## src/intake_regs.svh

```systemverilog
// Register offsets, field positions, reset values and timing counts of the interrupt intake
`ifndef INTAKE_REGS_SVH
`define INTAKE_REGS_SVH

// ----------------------------------------------------------------------------
// Register offsets (byte addresses)
// ----------------------------------------------------------------------------
`define OFF_CTRL 8'h00
`define OFF_MASK 8'h04
`define OFF_TRIG 8'h08
`define OFF_VEC_LO 8'h0c
`define OFF_VEC_HI 8'h10
`define OFF_TVEC 8'h14
`define OFF_STATUS 8'h18
`define OFF_ACTIVE 8'h1c

// ----------------------------------------------------------------------------
// Fields
// ----------------------------------------------------------------------------
`define CTRL_EXP_BIT 0
`define CTRL_HALTED_BIT 1
`define NPINS 9
`define NSRC 12
`define SRC_NMI 8
`define SRC_TMR0 9
`define SRC_TMR1 10
`define SRC_EXP 11
`define TRIG_DEB_LSB 8

// ----------------------------------------------------------------------------
// Reset values and vector space
// ----------------------------------------------------------------------------
`define CTRL_RST 1'b0
`define MASK_RST 12'hfff
`define TRIG_RST 16'h0000
`define VEC_RST 8'h00
`define VEC_MIN 8'h08
`define VEC_MAX 8'hf7
`define NMI_VEC 8'hf8

// ----------------------------------------------------------------------------
// Timing
// ----------------------------------------------------------------------------
`define CLK_PERIOD_NS 25
`define DEB_TIME_NS 1000
`define DEB_CYC ((`DEB_TIME_NS + `CLK_PERIOD_NS - 1) / `CLK_PERIOD_NS)
`define DEB_CNT_W 6

`endif

```

## src/intake_pkg.sv

```systemverilog
// Types shared by the interrupt intake modules
`default_nettype none
`include "intake_regs.svh"
package intake_pkg;

  typedef struct packed {
    logic [7:0] addr;
    logic [31:0] wdata;
    logic wr;
    logic rd;
  } reg_req_t;

  typedef struct packed {
    logic valid;
    logic [7:0] vector;
  } irq_req_t;

  typedef enum {CORE_RUN, CORE_HALTED} core_state_t;

endpackage
`default_nettype wire

```

## src/external_interrupt_intake.sv

```systemverilog
// Interrupt intake: pin detection, pending flags, priority, vector and halt wake-up
// Operation
// [RULE1] Dedicated requester toggles its own pin only
// [RULE2] Device assigns priority and vector, 240 vectors
// [RULE3] Per pin edge/level and fast/debounced sampling
// [RULE4] Expanded mode: external controller drives vector
// [RULE5] Eight external inputs, each individually maskable
// [RULE6] One extra input, never masked
// [RULE7] Two timers share the same priority logic
// [RULE8] Detection keeps running while core halted
// [RULE9] External or timer interrupt ends halt
// [RULE10] Wake resumes at handler of interrupt vector
// [RULE11] Expanded mode samples pin vector for priority
//
// Our own choices: the register addresses and the address-and-strobe port.
`timescale 1ns/10ps
`default_nettype none
`include "intake_regs.svh"
module external_interrupt_intake
  import intake_pkg::*;
(
  input wire logic clk,
  input wire logic rst_n,
  input wire logic ce,
  input wire reg_req_t bus_req,
  output logic [31:0] rd_data_q,
  input wire logic [7:0] irq_pins,
  input wire logic nmi_pin,
  input wire logic [1:0] tmr_evt,
  input wire logic halt_enter,
  input wire logic int_ack,
  output irq_req_t core_irq_q,
  output logic irq_q,
  output logic wake_q,
  output logic halted_q
);

  // ----------------------------------------------------------------------------
  // Pin sampling
  // ----------------------------------------------------------------------------
  logic [`NPINS-1:0] raw_pins, fast, deb;
  assign raw_pins = {nmi_pin, irq_pins};

  for (genvar i = 0; i < `NPINS; i++) begin : g_pin
    pin_sampler u_smp (
      .clk(clk),
      .rst_n(rst_n),
      .ce(ce),
      .pin(raw_pins[i]),
      .fast_q(fast[i]),
      .deb_q(deb[i])
    );
  end

  // ----------------------------------------------------------------------------
  // Configuration registers
  // ----------------------------------------------------------------------------
  logic exp_q, exp_d;
  logic [`NSRC-1:0] mask_q, mask_d;
  logic [15:0] trig_q, trig_d;
  logic [7:0] pvec_q [8];
  logic [7:0] pvec_d [8];
  logic [7:0] tvec_q [2];
  logic [7:0] tvec_d [2];
  logic wr_hit;

  assign wr_hit = ce && bus_req.wr;

  always_comb begin
    exp_d = exp_q;
    mask_d = mask_q;
    trig_d = trig_q;
    pvec_d = pvec_q;
    tvec_d = tvec_q;
    if (wr_hit) begin
      case (bus_req.addr)
        `OFF_CTRL: exp_d = bus_req.wdata[`CTRL_EXP_BIT]; // [RULE4]
        `OFF_MASK: begin
          mask_d = bus_req.wdata[`NSRC-1:0];
          mask_d[`SRC_NMI] = 1'b0; // [RULE6]
        end
        `OFF_TRIG: trig_d = bus_req.wdata[15:0]; // [RULE3]
        `OFF_VEC_LO: begin
          for (int k = 0; k < 4; k++) begin
            pvec_d[k] = bus_req.wdata[8*k +: 8];
          end
        end
        `OFF_VEC_HI: begin
          for (int k = 0; k < 4; k++) begin
            pvec_d[k+4] = bus_req.wdata[8*k +: 8];
          end
        end
        `OFF_TVEC: begin
          tvec_d[0] = bus_req.wdata[7:0];
          tvec_d[1] = bus_req.wdata[15:8];
        end
        default: begin
        end
      endcase
    end
  end

  always_ff @(posedge clk) begin
    if (!rst_n) begin
      exp_q <= `CTRL_RST;
      mask_q <= `MASK_RST & ~(`NSRC'(1) << `SRC_NMI);
      trig_q <= `TRIG_RST;
      pvec_q <= '{default: `VEC_RST};
      tvec_q <= '{default: `VEC_RST};
    end else if (ce) begin
      exp_q <= exp_d;
      mask_q <= mask_d;
      trig_q <= trig_d;
      pvec_q <= pvec_d;
      tvec_q <= tvec_d;
    end
  end

  // ----------------------------------------------------------------------------
  // Event detection and pending flags
  // ----------------------------------------------------------------------------
  logic [`NPINS-1:0] sel, prev_q;
  logic [7:0] exp_prev_q, exp_vec_q, exp_vec_d;
  logic [`NSRC-1:0] ev, st_q, st_d, clr;
  logic exp_new;
  logic [3:0] src_q, src_d;

  always_comb begin
    // Debounce trades latency for immunity to glitches on slow board lines
    for (int i = 0; i < 8; i++) begin
      sel[i] = trig_q[`TRIG_DEB_LSB + i] ? deb[i] : fast[i]; // [RULE3]
    end
    sel[`SRC_NMI] = fast[`SRC_NMI];
    exp_new = exp_q && (fast[7:0] != exp_prev_q);
    ev = '0;
    // Each dedicated pin stands for one source; no vector comes from the requester
    for (int i = 0; i < 8; i++) begin
      ev[i] = !exp_q && (trig_q[i] ? (sel[i] && !prev_q[i]) : sel[i]); // [RULE1] [RULE3]
    end
    ev[`SRC_NMI] = sel[`SRC_NMI] && !prev_q[`SRC_NMI]; // [RULE6]
    ev[`SRC_TMR0] = tmr_evt[0]; // [RULE7]
    ev[`SRC_TMR1] = tmr_evt[1]; // [RULE7]
    ev[`SRC_EXP] = exp_new && (fast[7:0] >= `VEC_MIN) && (fast[7:0] <= `VEC_MAX); // [RULE11]
    exp_vec_d = ev[`SRC_EXP] ? fast[7:0] : exp_vec_q; // [RULE4]
    clr = '0;
    if (wr_hit && (bus_req.addr == `OFF_STATUS)) begin
      clr = bus_req.wdata[`NSRC-1:0];
    end
    if (int_ack && core_irq_q.valid) begin
      clr[src_q] = 1'b1;
    end
    // Set wins over clear so an event in the clearing cycle is kept; runs in halt too
    st_d = (st_q & ~clr) | ev; // [RULE8]
  end

  always_ff @(posedge clk) begin
    if (!rst_n) begin
      prev_q <= '0;
      exp_prev_q <= 8'h00;
      exp_vec_q <= 8'h00;
      st_q <= '0;
    end else if (ce) begin
      prev_q <= sel;
      exp_prev_q <= fast[7:0];
      exp_vec_q <= exp_vec_d;
      st_q <= st_d;
    end
  end

  // ----------------------------------------------------------------------------
  // Priority resolution
  // ----------------------------------------------------------------------------
  logic [7:0] src_vec [`NSRC];
  logic [`NSRC-1:0] elig;
  logic [7:0] best_vec;
  logic any;

  always_comb begin
    for (int i = 0; i < 8; i++) begin
      src_vec[i] = pvec_q[i];
    end
    src_vec[`SRC_NMI] = `NMI_VEC;
    src_vec[`SRC_TMR0] = tvec_q[0];
    src_vec[`SRC_TMR1] = tvec_q[1];
    src_vec[`SRC_EXP] = exp_vec_q;
    for (int s = 0; s < `NSRC; s++) begin
      // Unprogrammed vectors outside the 240-entry space never raise a request
      elig[s] = st_q[s] && !mask_q[s] && (src_vec[s] >= `VEC_MIN)
        && (src_vec[s] <= `VEC_MAX); // [RULE2] [RULE5]
    end
    elig[`SRC_NMI] = st_q[`SRC_NMI]; // [RULE6]
    best_vec = 8'h00;
    src_d = 4'h0;
    any = 1'b0;
    // Higher vector means higher priority; ties go to the lower source index
    for (int s = 0; s < `NSRC; s++) begin
      if (elig[s] && (!any || (src_vec[s] > best_vec))) begin
        any = 1'b1;
        best_vec = src_vec[s]; // [RULE2] [RULE7] [RULE11]
        src_d = 4'(s);
      end
    end
  end

  // ----------------------------------------------------------------------------
  // Halt state and core hand-off
  // ----------------------------------------------------------------------------
  core_state_t state_q, state_d;
  logic wake_d;
  logic [31:0] rd_d;

  always_comb begin
    state_d = state_q;
    wake_d = 1'b0;
    case (state_q)
      CORE_RUN: begin
        if (halt_enter) begin
          state_d = CORE_HALTED;
        end
      end
      CORE_HALTED: begin
        if (any) begin
          state_d = CORE_RUN; // [RULE9]
          wake_d = 1'b1; // [RULE10]
        end
      end
      default: state_d = CORE_RUN;
    endcase
  end

  always_comb begin
    rd_d = 32'h0000_0000;
    if (bus_req.rd) begin
      case (bus_req.addr)
        `OFF_CTRL: rd_d = {30'h0, halted_q, exp_q};
        `OFF_MASK: rd_d = {20'h0, mask_q};
        `OFF_TRIG: rd_d = {16'h0, trig_q};
        `OFF_VEC_LO: rd_d = {pvec_q[3], pvec_q[2], pvec_q[1], pvec_q[0]};
        `OFF_VEC_HI: rd_d = {pvec_q[7], pvec_q[6], pvec_q[5], pvec_q[4]};
        `OFF_TVEC: rd_d = {16'h0, tvec_q[1], tvec_q[0]};
        `OFF_STATUS: rd_d = {20'h0, st_q};
        `OFF_ACTIVE: rd_d = {19'h0, src_q, core_irq_q.valid, core_irq_q.vector};
        default: rd_d = 32'h0000_0000;
      endcase
    end
  end

  always_ff @(posedge clk) begin
    if (!rst_n) begin
      state_q <= CORE_RUN;
      wake_q <= 1'b0;
      halted_q <= 1'b0;
      core_irq_q <= '0;
      irq_q <= 1'b0;
      src_q <= 4'h0;
      rd_data_q <= 32'h0000_0000;
    end else if (ce) begin
      state_q <= state_d;
      wake_q <= wake_d;
      halted_q <= (state_d == CORE_HALTED);
      core_irq_q.valid <= any;
      core_irq_q.vector <= best_vec; // [RULE10]
      irq_q <= any;
      src_q <= src_d;
      rd_data_q <= rd_d;
    end
  end
endmodule
`default_nettype wire

```

## src/pin_sampler.sv

```systemverilog
// Pin synchroniser with fast and debounced filtered levels
`timescale 1ns/10ps
`default_nettype none
`include "intake_regs.svh"
module pin_sampler (
  input wire logic clk,
  input wire logic rst_n,
  input wire logic ce,
  input wire logic pin,
  output logic fast_q,
  output logic deb_q
);

  logic s1_q, s2_q, s3_q;
  logic fast_d, deb_d;
  logic [`DEB_CNT_W-1:0] cnt_q, cnt_d;

  // ----------------------------------------------------------------------------
  // Next state
  // ----------------------------------------------------------------------------
  always_comb begin
    fast_d = (s2_q == s3_q) ? s3_q : fast_q;
    deb_d = deb_q;
    cnt_d = '0;
    // Debounced level moves only after the pin stayed at the new value long enough
    if ((s2_q == s3_q) && (s3_q != deb_q)) begin
      if (cnt_q == `DEB_CNT_W'(`DEB_CYC - 1)) begin
        deb_d = s3_q;
      end else begin
        cnt_d = cnt_q + `DEB_CNT_W'(1);
      end
    end
  end

  always_ff @(posedge clk) begin
    if (!rst_n) begin
      s1_q <= 1'b0;
      s2_q <= 1'b0;
      s3_q <= 1'b0;
      fast_q <= 1'b0;
      deb_q <= 1'b0;
      cnt_q <= '0;
    end else if (ce) begin
      s1_q <= pin;
      s2_q <= s1_q;
      s3_q <= s2_q;
      fast_q <= fast_d;
      deb_q <= deb_d;
      cnt_q <= cnt_d;
    end
  end

endmodule
`default_nettype wire

```

## config.mk

```make
export PLATFORM = sky130hd
export DESIGN_NAME = external_interrupt_intake
export DESIGN_NICKNAME = d
export VERILOG_FILES = /design/src/intake_pkg.sv /design/src/external_interrupt_intake.sv /design/src/pin_sampler.sv
export VERILOG_INCLUDE_DIRS = /design/src
export SDC_FILE = /design/constraint.sdc
export NUM_CORES = 1
export LEC_CHECK = 0
export BUFFER_PORTS_ARGS = -buffer_cell sky130_fd_sc_hd__clkbuf_2
export CORE_MARGIN = 2
export CORE_UTILIZATION = 55
export CTS_BUF_LIST = sky130_fd_sc_hd__clkbuf_4
export DETAILED_ROUTE_END_ITERATION = 12
export HOLD_SLACK_MARGIN = 0.1
export PLACE_DENSITY = 0.79
export SLEW_MARGIN = 20
export SYNTH_ARGS = -nofsm -noshare
export SYNTH_HDL_FRONTEND = slang
export SYNTH_SLANG_ARGS = --single-unit
```

## constraint.sdc

```tcl
create_clock -name clk -period 18.9 [get_ports clk]
set_clock_uncertainty 0.15 [all_clocks]
set_input_delay 2.835 -clock clk [delete_from_list [all_inputs] [get_ports clk]]
set_output_delay 2.835 -clock clk [all_outputs]
set_load 0.02 [all_outputs]
```

Word level (Yosys, flattened, before mapping):

Index checks and enable logic that the tools add are counted.

* input port bits: 58
* latch bits: 0
* register bits: 316
* RAM bits: 0
* logic and storage cells: 383
* memories kept: 0
* bits in read-only memories: 0

* equal/unequal tests: 35
* add/sub/neg operators: 8
* shift-type cells: 0
* bitwise operators: 4
* muxes and demuxes: 78
* multiply operators: 0
* reduce and logical (&&, ||, !) cells: 145
* div/mod/pow operators: 0
* order comparisons: 37

Operators by type and width (number)
* one-hot mux 32 bit (8 select lines): 1
* >= comparator 8 x 4 -> 1 bit (second input constant): 12
* less-or-equal comparator 8 bit (second input constant): 12
* 2-to-1 mux 32 bit: 3
* 2-to-1 mux 6 bit: 16
* 2-to-1 mux 8 bit: 12
* > comparator 8 bit: 10
* logical AND 1 bit: 76
* one-hot mux 32 bit (2 select lines): 1
* adder 6 x 1 -> 6 bit (second input constant): 8
* == test 6 bit (second input constant): 8
* AND reduction 3 bit: 14
* 2-to-1 mux 4 bit: 10
* == test 32 x 1 -> 1 bit (second input constant): 1
* == test 32 x 2 -> 1 bit (second input constant): 1
* == test 8 x 5 -> 1 bit (second input constant): 4
* logical NOT 1 bit: 32
* logical NOT 32 bit: 1
* 2-to-1 mux 1 bit: 32
* 2-to-1 mux 12 bit: 2
* OR 12 bit: 2
* AND reduction 2 bit: 10
* == test 8 x 4 -> 1 bit (second input constant): 2
* AND 12 bit: 1
* other kinds (11): 36

Logic depth before layout (Yosys ltp):

Gate-level depths: netlist of the first run.

* depth in word-level cells: 52
* depth in mapped cells: 101
* gate-level depth less buffers: 92

Modules after synthesis:

From an unflattened synthesis of the first run, not the netlist that was laid out.

* cell total of the unflattened synthesis: 2129
* area total of the unflattened synthesis: 17894.7 µm²

By module, submodules not included
* external_interrupt_intake: times used 1, cells each 1571, seq. area each 4484.3 µm², area each 12906.1 µm²
* pin_sampler: times used 9, cells each 62, seq. area each 220.2 µm², area each 554.3 µm²

Worst setup path before layout of the first run:

OpenSTA, ideal clock, no wires.

* path type: reg2reg
* start point: register pvec_q[59] (netlist bit)
* end point: register core_irq_q[0] (netlist bit)
* data arrival time: 17.948 ns
* stages on the path, launching flop included: 96
* path buffers: 7
* path slack: 0.687 ns
* setup time: 0.115 ns
* cells stage by stage: dfxtp_1 and3_4 a311oi_4 and2_1 buf_6 nand2_1 ha_1 nor2b_1 o211ai_1 a211oi_2 o21ai_0 a32o_1 inv_1 ha_1 and2_1 o21ai_0 nor4bb_1 o22ai_4 [... 60 more ...] o21a_1 o21ai_0 a21oi_1 o22a_1 o21ai_2 buf_2 nand2_1 o31ai_1 ha_1 a21oi_1 nor2b_1 o21ai_0 nand2b_1 o22a_1 o21ai_1 or3b_1 o211a_1 o21a_1

* longest elaborated chain between the ends: 48

Ends and longest elaborated chain
* start, declared: RTL line external_interrupt_intake.sv:61 `logic [7:0] pvec_q [8];`
* start signal, assigned: RTL line external_interrupt_intake.sv:114 `pvec_q <= pvec_d;`
* >= comparator 8 x 4 -> 1 bit (no line)
* logical AND 1 bit (2 in a row): RTL line external_interrupt_intake.sv:188 `` elig[s] = st_q[s] && !mask_q[s] && (src_vec[s] >= `VEC_MIN) ``
* 2-to-1 mux 8 bit / 2-to-1 mux 1 bit (equally long branches): RTL line external_interrupt_intake.sv:197 `if (elig[s] && (!any || (src_vec[s] > best_vec))) begin`
* > comparator 8 bit / logical NOT 1 bit (equally long branches): RTL line external_interrupt_intake.sv:197
* logical OR 1 bit: RTL line external_interrupt_intake.sv:197
* logical AND 1 bit: RTL line external_interrupt_intake.sv:197
* 2-to-1 mux 8 bit / 2-to-1 mux 1 bit (equally long branches): RTL line external_interrupt_intake.sv:197
* > comparator 8 bit / logical NOT 1 bit (equally long branches): RTL line external_interrupt_intake.sv:197
* [... 31 more ...]
* > comparator 8 bit / logical NOT 1 bit (equally long branches): RTL line external_interrupt_intake.sv:197
* logical OR 1 bit: RTL line external_interrupt_intake.sv:197
* logical AND 1 bit: RTL line external_interrupt_intake.sv:197
* 2-to-1 mux 8 bit / 2-to-1 mux 1 bit (equally long branches): RTL line external_interrupt_intake.sv:197
* > comparator 8 bit / logical NOT 1 bit (equally long branches): RTL line external_interrupt_intake.sv:197
* logical OR 1 bit: RTL line external_interrupt_intake.sv:197
* logical AND 1 bit: RTL line external_interrupt_intake.sv:197
* 2-to-1 mux 8 bit (*): RTL line external_interrupt_intake.sv:197
* end, declared: RTL line external_interrupt_intake.sv:32 `output irq_req_t core_irq_q,`

Mark *: on every way between the ends. The rest lies on a longest branch, timed or not.
A chain may end at the register's enable or synchronous reset.

Final worst setup path of the first run:

Ends and elaborated chain as after synthesis.

==> results of run 1 <==
-- final cells by class --
| class | count | area (um2) | share of cell area |
|---|---|---|---|
| clock buffer | 122 | 916 | 0.0485 |
| antenna | 2 | 5.00 | 0.000265 |
| sequential | 316 | 6330 | 0.335 |
| clock inverter | 20 | 130 | 0.00689 |
| multi-input combinational | 1583 | 9920 | 0.525 |
| timing repair buffer | 151 | 895 | 0.0474 |
| tap | 390 | 488 | 0.0259 |
| inverter | 51 | 196 | 0.0104 |
-- worst register-to-register path: cells and delay by family (launching register included) --
kind,cells,cell delay [ps]
compound gates,45,7950
simple gates,22,3770
fa+ha+maj,10,2780
buf+inv,11,1680
mux,3,870
flops,1,360
-- synthesized netlist by cell type, types with 22 or more instances --
cell type  number
a211oi_1       28
a21o_1         22
a21oi_1       209
a22oi_1        56
and3_1         42
clkbuf_1       92
dfxtp_1       316
ha_1           88
inv_1          49
mux2i_1        68
nand2_1       343
nand3_1        48
nand4_1        43
nor2_1        234
o21ai_0        54
xor2_1         32
-- cell usage in the layout (no fill, tap or decap), drive strengths merged, types with 7 or more instances in the layout --
cell / instances
a21o: 22
nor2b: 15
nand4: 43
o31ai: 12
a22oi: 56
dfxtp: 316
ha: 88
a31oi: 21
or4: 8
mux2i: 69
nor4: 14
nand3: 48
inv: 54
nand3b: 9
buf: 51
and2: 15
clkinv: 15
nor3b: 11
a211oi: 29
mux2: 8
xnor2: 16
o211ai: 16
and3: 43
clkbuf: 222
xor2: 32
a222oi: 7
nand2b: 15
a21oi: 211
o21ai: 65
nor3: 22
o211a: 8
nor2: 235
a22o: 16
o21a: 20
nand2: 344
-- sequential cells by signal, indices dropped and copies added (netlist names) --
register and count:
pvec_q 64, prev_q 9, g_pin.u_smp.s3_q 9, g_pin.u_smp.deb_q 8, wake_q 1, rd_data_q 32, g_pin.u_smp.cnt_q 48, state_q 32
g_pin.u_smp.s1_q 9, exp_q 1, trig_q 16, irq_q 1, g_pin.u_smp.s2_q 9, halted_q 1, src_q 4, exp_prev_q 8
exp_vec_q 8, g_pin.u_smp.fast_q 9, core_irq_q 8, src_vec 16, st_q 12, mask_q 11
-- through the flow --
stage,setup WS (ps),utilization
CTS,39.6,0.623
global route,-74.2,0.635
finish,1200,0.635
detailed placement,-96.7,0.588
global placement,410,0.588
floorplan,687,-
-- how the worst max path moves through the flow --
| stage | start | endpoint | cells after the start |
|---|---|---|---|
| 2_1_floorplan | pvec_q[59] | core_irq_q[0] | 95 |
| 3_3_place_gp | pvec_q[59] | core_irq_q[0] | 88 |
| 3_5_place_dp | pvec_q[59] | core_irq_q[0] | 87 |
| 4_1_cts | pvec_q[59] | core_irq_q[0] | 87 |
| 5_1_grt | pvec_q[63] | core_irq_q[0] | 90 |
| 6_report | pvec_q[59] | core_irq_q[0] | 91 |
-- metal layers --
layer | global-route usage | share of wire | vias up
met5 | 0.0128 | 0.0010 | -
met4 | 0.135 | 0.038 | 2
met3 | 0.104 | 0.12 | 185
met2 | 0.477 | 0.42 | 880
met1 | 0.446 | 0.42 | 7770
li1 | - | - | 7638
-- where the power goes --
group	internal, mW	total (mW)	switching (mW)
Sequential	0.672	0.679	0.00745
Clock	0.321	0.603	0.282
Combinational	0.0176	0.0573	0.0397
-- repair_timing --
action,4_1_cts,5_1_grt
setup endpoints to repair,9,12
buffers inserted,0,18
hold buffers,0,0
cloned,0,1
hold endpoints to repair,0,0
pin swaps,0,13
gates resized for setup,2,46
-- cells by family after synthesis --
kind of cell | Yosys count | share of synthesized area
AO/OA/AOI/OAI | 536 | 0.215
XOR/XNOR | 48 | 0.0252
adder cells (fa/ha/maj) | 88 | 0.0660
buffers and inverters | 166 | 0.0398
flip-flops | 316 | 0.379
multiplexers | 77 | 0.0478
AND/OR/NAND/NOR | 833 | 0.227
==> summary.txt, run 1 <==
Outcome
  • Status: complete, no violations

Cells and area
  • Layout cells sized above 1: 0.161
  • Fin nets: 2334
  • Fillcell total: 2544
  • Fin cells: 2635
  • Syn-to-layout area delta: 13.2%
  • Finished Cell Area: 0.0189 mm2

Drt
  • Routed WL: 53100 um
  • DRT antenna net count: 0
  • Vias post-DR: 16475
  • DRT Pass-1 Iters: 7
  • Vias/cell: 6.25
  • Remaining DRCs: 0
  • DRT iter0 DRCs: 1911
  • Routed wire length per instance: 20.2 um

GRT
  • First-pass GRT wire length: 81700 um
  • Gr ovfl total: 0
  • Initial antenna violation count: 2
  • Largest net degree at the start of global routing: 97
  • GRT Total Usage: 0.328
  • Vias in the first global route: 14942

Logic synthesis
  • Yosys top cell by area: dfxtp_1
  • Dominant synthesized flop cell: dfxtp_1
  • Synth Warn #: 0
  • Mapped Cells: 2064
  • Register bit total from synthesis: 316
  • Synth area leaders: dfxtp_1 (38%), nand2_1 (7.7%), ha_1 (6.6%), a21oi_1 (6.3%), nor2_1 (5.3%)
  • Asr flop ratio synth: 0
  • EDFF count, synth: 0
  • Register area share after synthesis: 0.379
  • Avg Cell Area, Syn: 8.08 um2
  • Syn nets: 2210
  • Share of the synthesized area in the top cell type: 0.379
  • Distinct cells, synth: 93
  • Mapped cell area: 0.0167 mm2

Clock network
  • Clk Tree Root Cell: clkbuf_4
  • Total clock sinks: 316
  • Longest Clk Path Bufs: 3
  • CTS Buf Count: 85
  • H-tree depth: 3
  • Worst-Skew Late Latency: 760 ps
  • Clock transition at the registers of the reported paths: 60 ps
  • CTS tree: done

Worst setup path
  • Slowest stage delay, CP: 440 ps
  • Crit-path max FO: 15
  • Worst Path Required: 19340 ps
  • CP Capture Type: flop
  • Critical path's most frequent cell: ha_1
  • Worst Setup Start Kind: flop
  • CP top delay family: compound AO/OA/AOI/OAI gates
  • Setup CP Type: reg -> reg
  • Critical-path top delay cell: or3b_1
  • Critical Path AT: 18140 ps
  • Reg2Reg Setup Slack: 1200 ps
  • R2R cell count: 91
  • Worst reg2reg path endpoint: core_irq_q[0]
  • Beginning of the worst register-to-register path: pvec_q[59]
  • Worst path bufs/invs: 11

Timing
  • Sum Neg Setup Slack: 0 ps
  • Min Hold Slack: 321 ps
  • Worst Tran Pin Value: 1210 ps
  • Setup violators final: 0
  • Period utilisation layout: 0.936
  • F_max: 56.5 MHz
  • Slew margin rel.: 0.192
  • Final Hold Vio Count: 0
  • Final Max Tran Viols: 0
  • Crit path time final: 17700 ps

Die
  • Die width: 178 um
  • Die extent in y: 178 um
  • I/O pin total: 102
  • Core ar.: 0.0297 mm2
  • Initial Utilization: 0.561
  • Die area: 0.0317 mm2
  • Row count: 63

Pwr
  • Tot Pwr: 1.34 mW
  • Pleak: 7.48 nW
  • Cell Pwr Density: 71.0 mW/mm2
  • Max VDD drop: 0.0483 mV

Min path
  • Hold Path Class: reg -> reg
  • Min-delay src: prev_q[8]
  • Hold Path Depth: 2
  • WHS Endpoint: prev_q[8]

Placed design
  • Post-DP HPWL: 37600 um
  • Port bufs: 101
  • Post-placement cell count: 2472
  • RD Place Congestion: 0.986
  • Dpl cell area: 0.0175 mm2

Flow run
  • Total of max-cap violations: 0
No activity file was read; power rests on OpenSTA's default activity.
==> run 2: changes to the inputs <==
--- a/config.mk
+++ b/config.mk
@@ -6,6 +6,7 @@
 export SDC_FILE = /design/constraint.sdc
 export NUM_CORES = 1
 export LEC_CHECK = 0
+export ABC_AREA = 1
 export BUFFER_PORTS_ARGS = -buffer_cell sky130_fd_sc_hd__clkbuf_2
 export CORE_MARGIN = 2
 export CORE_UTILIZATION = 55
==> run 2 against run 1 <==
  * Via count down 0.84%
  * Maximum frequency up 3.9%
  * Core utilization down 1.2 points
  * Area after synthesis fell by 3.6%
  * Largest power group unchanged
==> summary.txt, run 2 <==
Logic synthesis
  • Synth area leaders: dfxtp_1 (39%), nand2_1 (9.1%), o21ai_0 (7.0%), ha_1 (6.9%), a21oi_1 (6.6%)
  • Asr flop ratio synth: 0 (unchanged)
  • Yosys top cell by area: dfxtp_1
  • Synth Warn #: 0 (unchanged)
  • Register bit total from synthesis: 316 (unchanged)
  • Register area share after synthesis: 0.394 (+0.0141)
  • Mapped Cells: 2235 (+8.3%)
  • EDFF count, synth: 0 (unchanged)
  • Distinct cells, synth: 51 (-45%)
  • Most common cell in the synthesized netlist: nand2_1
  • Commonest cells post-synth: nand2_1 (389), dfxtp_1 (316), inv_1 (256)
  • Mapped cell area: 0.0161 mm2 (-3.6%)
  • Dominant synthesized flop cell: dfxtp_1
  • Syn nets: 2381 (+7.7%)
  • Share of the synthesized area in the top cell type: 0.394 (+0.0141)
  • Avg Cell Area, Syn: 7.19 um2 (-11%)

Clock network
  • CTS Buf Count: 84 (-1.2%)
  • Clk Tree Root Cell: clkbuf_4
  • Clock transition at the registers of the reported paths: 80 ps (+20 ps)
  • Longest Clk Path Bufs: 3 (unchanged)
  • Post-CTS Setup Bufs: 0 (unchanged)
  • Worst-Skew Late Latency: 750 ps (about the same)
  • Total clock sinks: 316 (unchanged)
  • CTS tree: done
  • H-tree depth: 3 (unchanged)

Placed design
  • Post-DP HPWL: 38500 um (+2.2%)
  • RD Place Congestion: 0.981 (-0.58%)
  • Post-placement cell count: 2644 (+7.0%)
  • Port bufs: 101 (unchanged)
  • Pre-CTS setup slack: 1650 ps (+1750 ps)

Cells and area
  • Syn-to-layout area delta: 11.4%
  • Layout cells sized above 1: 0.115 (-0.0462)
  • Biggest regs: pvec_q (64), g_pin.u_smp.cnt_q (48)
  • Fillcell total: 2687 (+5.6%)
  • Fin cells: 2789 (+5.8%)
  • Top reg by flops: pvec_q
  • Fin nets: 2492 (+6.8%)
  • Largest register FFs: 64 (unchanged)
  • Commonest non-fill, non-tap cell in the layout: nand2_1
  • Core Util, Final: 0.624 (-0.0115)
  • Most frequent cells in the layout: nand2_1 (389), dfxtp_1 (316), inv_1 (253), o21ai_0 (226), a21oi_1 (211)

GRT
  • Initial antenna violation count: 1 (-1)
  • Vias in the first global route: 14927 (-0.10%)
  • First-pass GRT wire length: 79800 um (-2.3%)
  • Gr ovfl total: 0 (unchanged)
  • Largest net degree at the start of global routing: 83 (-14%)
  • GRT Total Usage: 0.332 (+0.00407)

Pwr
  • Max VDD drop: 0.0637 mV (+32%)
  • Cell Pwr Density: 75.5 mW/mm2 (+6.3%)
  • Tot Pwr: 1.35 mW (+0.84%)
  • Pleak: 7.48 nW (about the same)

Die
  • Initial Utilization: 0.560 (-0.00105)
  • Die width: 175 um (-1.8%)
  • Core ar.: 0.0287 mm2 (-3.4%)
  • I/O pin total: 102 (unchanged)
  • Die area: 0.0306 mm2 (-3.5%)
  • Die extent in y: 175 um (-1.8%)
  • Row count: 62 (-1.6%)

Worst setup path
  • R2R cell count: 110 (+21%)
  • Slowest stage delay, CP: 350 ps (-90 ps)
  • Worst Setup Start Kind: flop
  • Crit-path max FO: 17 (+2)
  • Beginning of the worst register-to-register path: st_q[0]
  • Reg2Reg Setup Slack: 1860 ps (+660 ps)
  • Worst setup endpoint: src_q[3]
  • CP top delay family: simple AND/OR/NAND/NOR gates
  • CP Capture Type: flop
  • Critical-path top delay cell: clkinv_1
  • Critical path's most frequent cell: nand2_1
  • Setup CP Type: reg -> reg
  • Stages on worst setup path: 110 (+21%)
  • Worst reg2reg path endpoint: src_q[3]
  • Worst path bufs/invs: 13 (+2)
  • Worst Path Required: 19400 ps (+60 ps)
  • Critical Path AT: 17540 ps (-600 ps)
  • Critical Path Start: st_q[0]

Timing
  • Period utilisation layout: 0.901 (-0.0349)
  • Worst Tran Pin Value: 1050 ps (-155 ps)
  • Setup violators final: 0 (unchanged)
  • Slew margin rel.: 0.296 (+0.104)
  • Sum Neg Setup Slack: 0 ps (unchanged)
  • Crit path time final: 17040 ps (-659 ps)
  • Final Worst Setup Slack: 1860 ps (+659 ps)
  • Final Max Tran Viols: 0 (unchanged)
  • F_max: 58.7 MHz (+3.9%)
  • Final Hold Vio Count: 0 (unchanged)
  • RSZ-0062 raised after global routing: no

Drt
  • DRT antenna net count: 0 (unchanged)
  • Routed wire length per instance: 18.5 um (-8.2%)
  • DRT Pass-1 Iters: 7 (unchanged)
  • Routed WL: 51600 um (-2.8%)
  • Vias/cell: 5.86 (-6.3%)
  • Vias post-DR: 16336 (-0.84%)
  • DRT iter0 DRCs: 1649 (-14%)
  • Remaining DRCs: 0 (unchanged)

Outcome
  • Status: complete, no violations

Flow run
  • Total of max-cap violations: 0 (unchanged)

Min path
  • Hold Path Class: reg -> reg
run 2: changes by cell type after synthesis, sizes merged, moves of 16 or more:
cell	change
nor3	+35
nand2	+48
mux2i	-69
a22oi	-44
xor2	-16
inv	+210
o21ai	+163
nor2	-48
a21o	-21
and3	-41
o22ai	+39
a211oi	-19
nand3	+96
nand4	-22
run 2: power breakdown:
group / total, mW / switching [mW] / internal (mW)
Combinational: 0.0706 / 0.0507 / 0.0199
Sequential: 0.684 / 0.00818 / 0.676
Clock: 0.597 / 0.298 / 0.299
Total: 1.35 / 0.357 / 0.994
run 2: layout make-up:
class                   instances  area, um2  share of cell area
diodes                          1       2.50            0.000140
repair buffers                118        638              0.0357
inverters                     266       1010              0.0563
clock inverters                29        169             0.00944
clock buffers                 115        863              0.0482
multi-input cells            1560       8410               0.470
well taps                     384        480              0.0268
flip-flops and latches        316       6330               0.353
run 2: tightest hold or removal path: stages (launching register included):
cell and delay (ps):
dfxtp_1 290, inv_1 60, nor3_1 40
run 2: what timing repair did:
item | CTS | global route
setup endpoints to repair | 0 | 12
resized for setup | 0 | 5
hold buffers | 0 | 0
run 2: how the worst min path moves through the flow:
| stage | slack, ps | cells past startpoint | start | endpoint |
|---|---|---|---|---|
| finish | 290 | 2 | state_q[23] | state_q[23] |
| global route | 310 | 2 | state_q[9] | state_q[9] |
| global placement | 280 | 2 | state_q[5] | state_q[5] |
| CTS | 290 | 2 | state_q[30] | state_q[30] |
| detailed placement | 280 | 2 | state_q[15] | state_q[15] |
| floorplan | 270 | 2 | state_q[18] | state_q[18] |
run 2: layer usage:
metal  up-vias  share of wire  GRT usage
met5         -              0          0
met4         0          0.056      0.177
met3       184          0.090     0.0648
met2       760           0.44      0.516
met1      7520           0.41      0.436
li1       7872              -          -
run 2: cell families (layout without fill, tap and decap cells):
| logic type | after synthesis | count (layout) | synth area share |
|---|---|---|---|
| simple gates | 854 | 854 | 0.231 |
| fa+ha+maj | 88 | 88 | 0.0685 |
| other cells | 0 | 1 | 0 |
| flops | 316 | 316 | 0.394 |
| xor+xnor | 24 | 24 | 0.0131 |
| buf+inv | 359 | 528 | 0.0846 |
| compound gates | 594 | 594 | 0.210 |
run 2: through the flow:
step / hold slack [ps] / cell area (um2)
CTS: 292 / 17900
detailed placement: 280 / 16800
global placement: 277 / 16800
floorplan: 266 / 16100
finish: 289 / 17900
global route: 308 / 17900
==> run 3: changes to the inputs <==
--- a/config.mk
+++ b/config.mk
@@ -9,11 +9,11 @@
 export ABC_AREA = 1
 export BUFFER_PORTS_ARGS = -buffer_cell sky130_fd_sc_hd__clkbuf_2
 export CORE_MARGIN = 2
-export CORE_UTILIZATION = 55
+export CORE_UTILIZATION = 57
 export CTS_BUF_LIST = sky130_fd_sc_hd__clkbuf_4
 export DETAILED_ROUTE_END_ITERATION = 12
 export HOLD_SLACK_MARGIN = 0.1
-export PLACE_DENSITY = 0.79
+export PLACE_DENSITY = 0.82
 export SLEW_MARGIN = 20
 export SYNTH_ARGS = -nofsm -noshare
 export SYNTH_HDL_FRONTEND = slang
==> run 3 against run 2 <==
  * Setup slack gained 180 ps
  * Critical path depth grew 4
  * First-iteration DRC count shrank 2.1%
  * Clock-buffer cell count shrank 9
  * Total power shrank 1.6%
  * Via count is essentially flat
==> summary.txt, run 3 (synthesis results as in run 2) <==
Cells and area
  • Register area: 0.00633 mm2 (unchanged)
  • Top reg by flops: pvec_q
  • Core Util, Final: 0.643 (+0.0196)
  • Layout cells sized above 1: 0.114 (-0.00111)
  • Fin nets: 2489 (-0.12%)
  • Most frequent cells in the layout: nand2_1 (387), dfxtp_1 (316), inv_1 (253), o21ai_0 (226), a21oi_1 (211)
  • Syn-to-layout area delta: 11.2%
  • Commonest non-fill, non-tap cell in the layout: nand2_1
  • Multi-input gate area: 0.00842 mm2 (about the same)
  • Finished Cell Area: 0.0179 mm2 (-0.16%)
  • Fillcell total: 2666 (-0.78%)
  • Biggest regs: pvec_q (64), g_pin.u_smp.cnt_q (48)
  • Largest register FFs: 64 (unchanged)

Drt
  • Vias post-DR: 16337 (+0.0061%)
  • DRT antenna net count: 0 (unchanged)
  • DRT iter0 DRCs: 1615 (-2.1%)
  • DRT Pass-1 Iters: 7 (unchanged)
  • Routed WL: 52800 um (+2.2%)
  • Routed wire length per instance: 19.0 um (+2.4%)
  • Vias/cell: 5.87 (+0.22%)
  • Remaining DRCs: 0 (unchanged)

GRT
  • Gr ovfl total: 0 (unchanged)
  • Vias in the first global route: 14871 (-0.38%)
  • Largest net degree at the start of global routing: 97 (+17%)
  • First-pass GRT wire length: 80000 um (+0.28%)
  • Initial antenna violation count: 2 (+1)
  • GRT Total Usage: 0.353 (+0.0211)

Die
  • I/O pin total: 102 (unchanged)
  • Die area: 0.0296 mm2 (-3.4%)
  • Core ar.: 0.0278 mm2 (-3.2%)
  • Initial Utilization: 0.579 (+0.0186)
  • Die extent in y: 172 um (-1.7%)
  • Die width: 172 um (-1.7%)
  • Row count: 61 (-1.6%)

Placed design
  • Dpl cell area: 0.0168 mm2 (about the same)
  • Port bufs: 101 (unchanged)
  • RD Place Congestion: 1.02 (+4.3%)
  • Post-DP HPWL: 38900 um (+1.2%)

Timing
  • Worst Tran Pin Value: 1090 ps (+33.1 ps)
  • Sum Neg Setup Slack: 0 ps (unchanged)
  • Period utilisation layout: 0.892 (-0.00956)
  • RSZ-0062 raised after global routing: no
  • Crit path time final: 16860 ps (-181 ps)
  • Min Hold Slack: 290 ps (+1.69 ps)
  • Slew margin rel.: 0.274 (-0.0221)
  • Final Hold Vio Count: 0 (unchanged)
  • Final Max Tran Viols: 0 (unchanged)
  • Setup violators final: 0 (unchanged)
  • F_max: 59.3 MHz (+1.1%)

Clock network
  • Longest Clk Path Bufs: 3 (unchanged)
  • Clock transition at the registers of the reported paths: 70 ps (about the same)
  • Clk Tree Root Cell: clkbuf_4
  • CTS Buf Count: 81 (-3.6%)
  • Total clock sinks: 316 (unchanged)
  • Worst-Skew Late Latency: 750 ps (about the same)
  • CTS tree: done
  • Hold_buf cts: 0 (unchanged)
  • H-tree depth: 3 (unchanged)

Worst setup path
  • Critical path's most frequent cell: nand2_1
  • Critical-path top delay cell: dfxtp_1
  • Critical Path AT: 17340 ps (-200 ps)
  • Crit-path max FO: 17 (unchanged)
  • Slowest stage delay, CP: 390 ps (+40 ps)
  • Worst Setup Start Kind: flop
  • Worst Path Required: 19380 ps (-20 ps)
  • Setup CP Type: reg -> reg
  • CP Capture Type: flop

Flow run
  • Total of max-cap violations: 0 (unchanged)

Min path
  • Hold Path Class: reg -> reg

Outcome
  • Status: complete, no violations

Pwr
  • Pleak: 7.42 nW (-0.81%)
  • Max VDD drop: 0.0701 mV (+10%)
  • Tot Pwr: 1.33 mW (-1.6%)
  • Cell Pwr Density: 74.4 mW/mm2 (-1.4%)
## run 3: metrics by stage
step | setup WS (ps) | instances
after floorplan | 4760 | 2235
after global placement | 1980 | 2638
after detailed placement | 1510 | 2638
after CTS | 1410 | 2779
after global routing | 173 | 2781
final | 2040 | 2783
## run 3: final timing paths
path / to / slack, ps / depth (start not counted) / from
hold / removal: state_q[2] / 290 / 2 / state_q[2]
setup / recovery: src_q[3] / 2040 / 114 / pvec_q[60]
setup reg to reg: src_q[3] / 2040 / 114 / pvec_q[60]
hold reg to reg: state_q[2] / 290 / 2 / state_q[2]
## run 3: cell type report
| type | count | share of cell area |
|---|---|---|
| antenna | 4 | 0.000560 |
| clock buffer | 106 | 0.0445 |
| clock inverter | 35 | 0.0105 |
| inverter | 266 | 0.0572 |
| multi-input combinational | 1560 | 0.471 |
| sequential | 316 | 0.354 |
| tap | 378 | 0.0265 |
| timing repair buffer | 118 | 0.0357 |
## run 3: layer usage
layer	GRT usage	vias up	wire length, um
met5	0	-	0
met4	0.180	0	2650
met3	0.0730	152	4810
met2	0.566	788	23800
met1	0.452	7531	21500
li1	-	7866	-
## run 3: critical path: cells and delay by family (launching register included)
kind                       cells  cell delay [ps]
AOI/OAI and AO/OA             30             3680
adders and majority gates     10             2850
buffers and inverters         12             2380
DFF                            1              390
and+or+nand+nor               62             7210
## run 3: report_power, final
part           switching [mW]  total [mW]  leakage [nW]  internal, mW
combinational          0.0504      0.0704          4.29        0.0200
clock                   0.297       0.575         0.569         0.279
sequential            0.00884       0.684          2.56         0.675
total                   0.356        1.33          7.42         0.974
## run 3: timing repair
item / CTS / global route
resized for setup: 0 / 10
endpoints found under the setup margin: 0 / 12
buffers inserted: 0 / 0
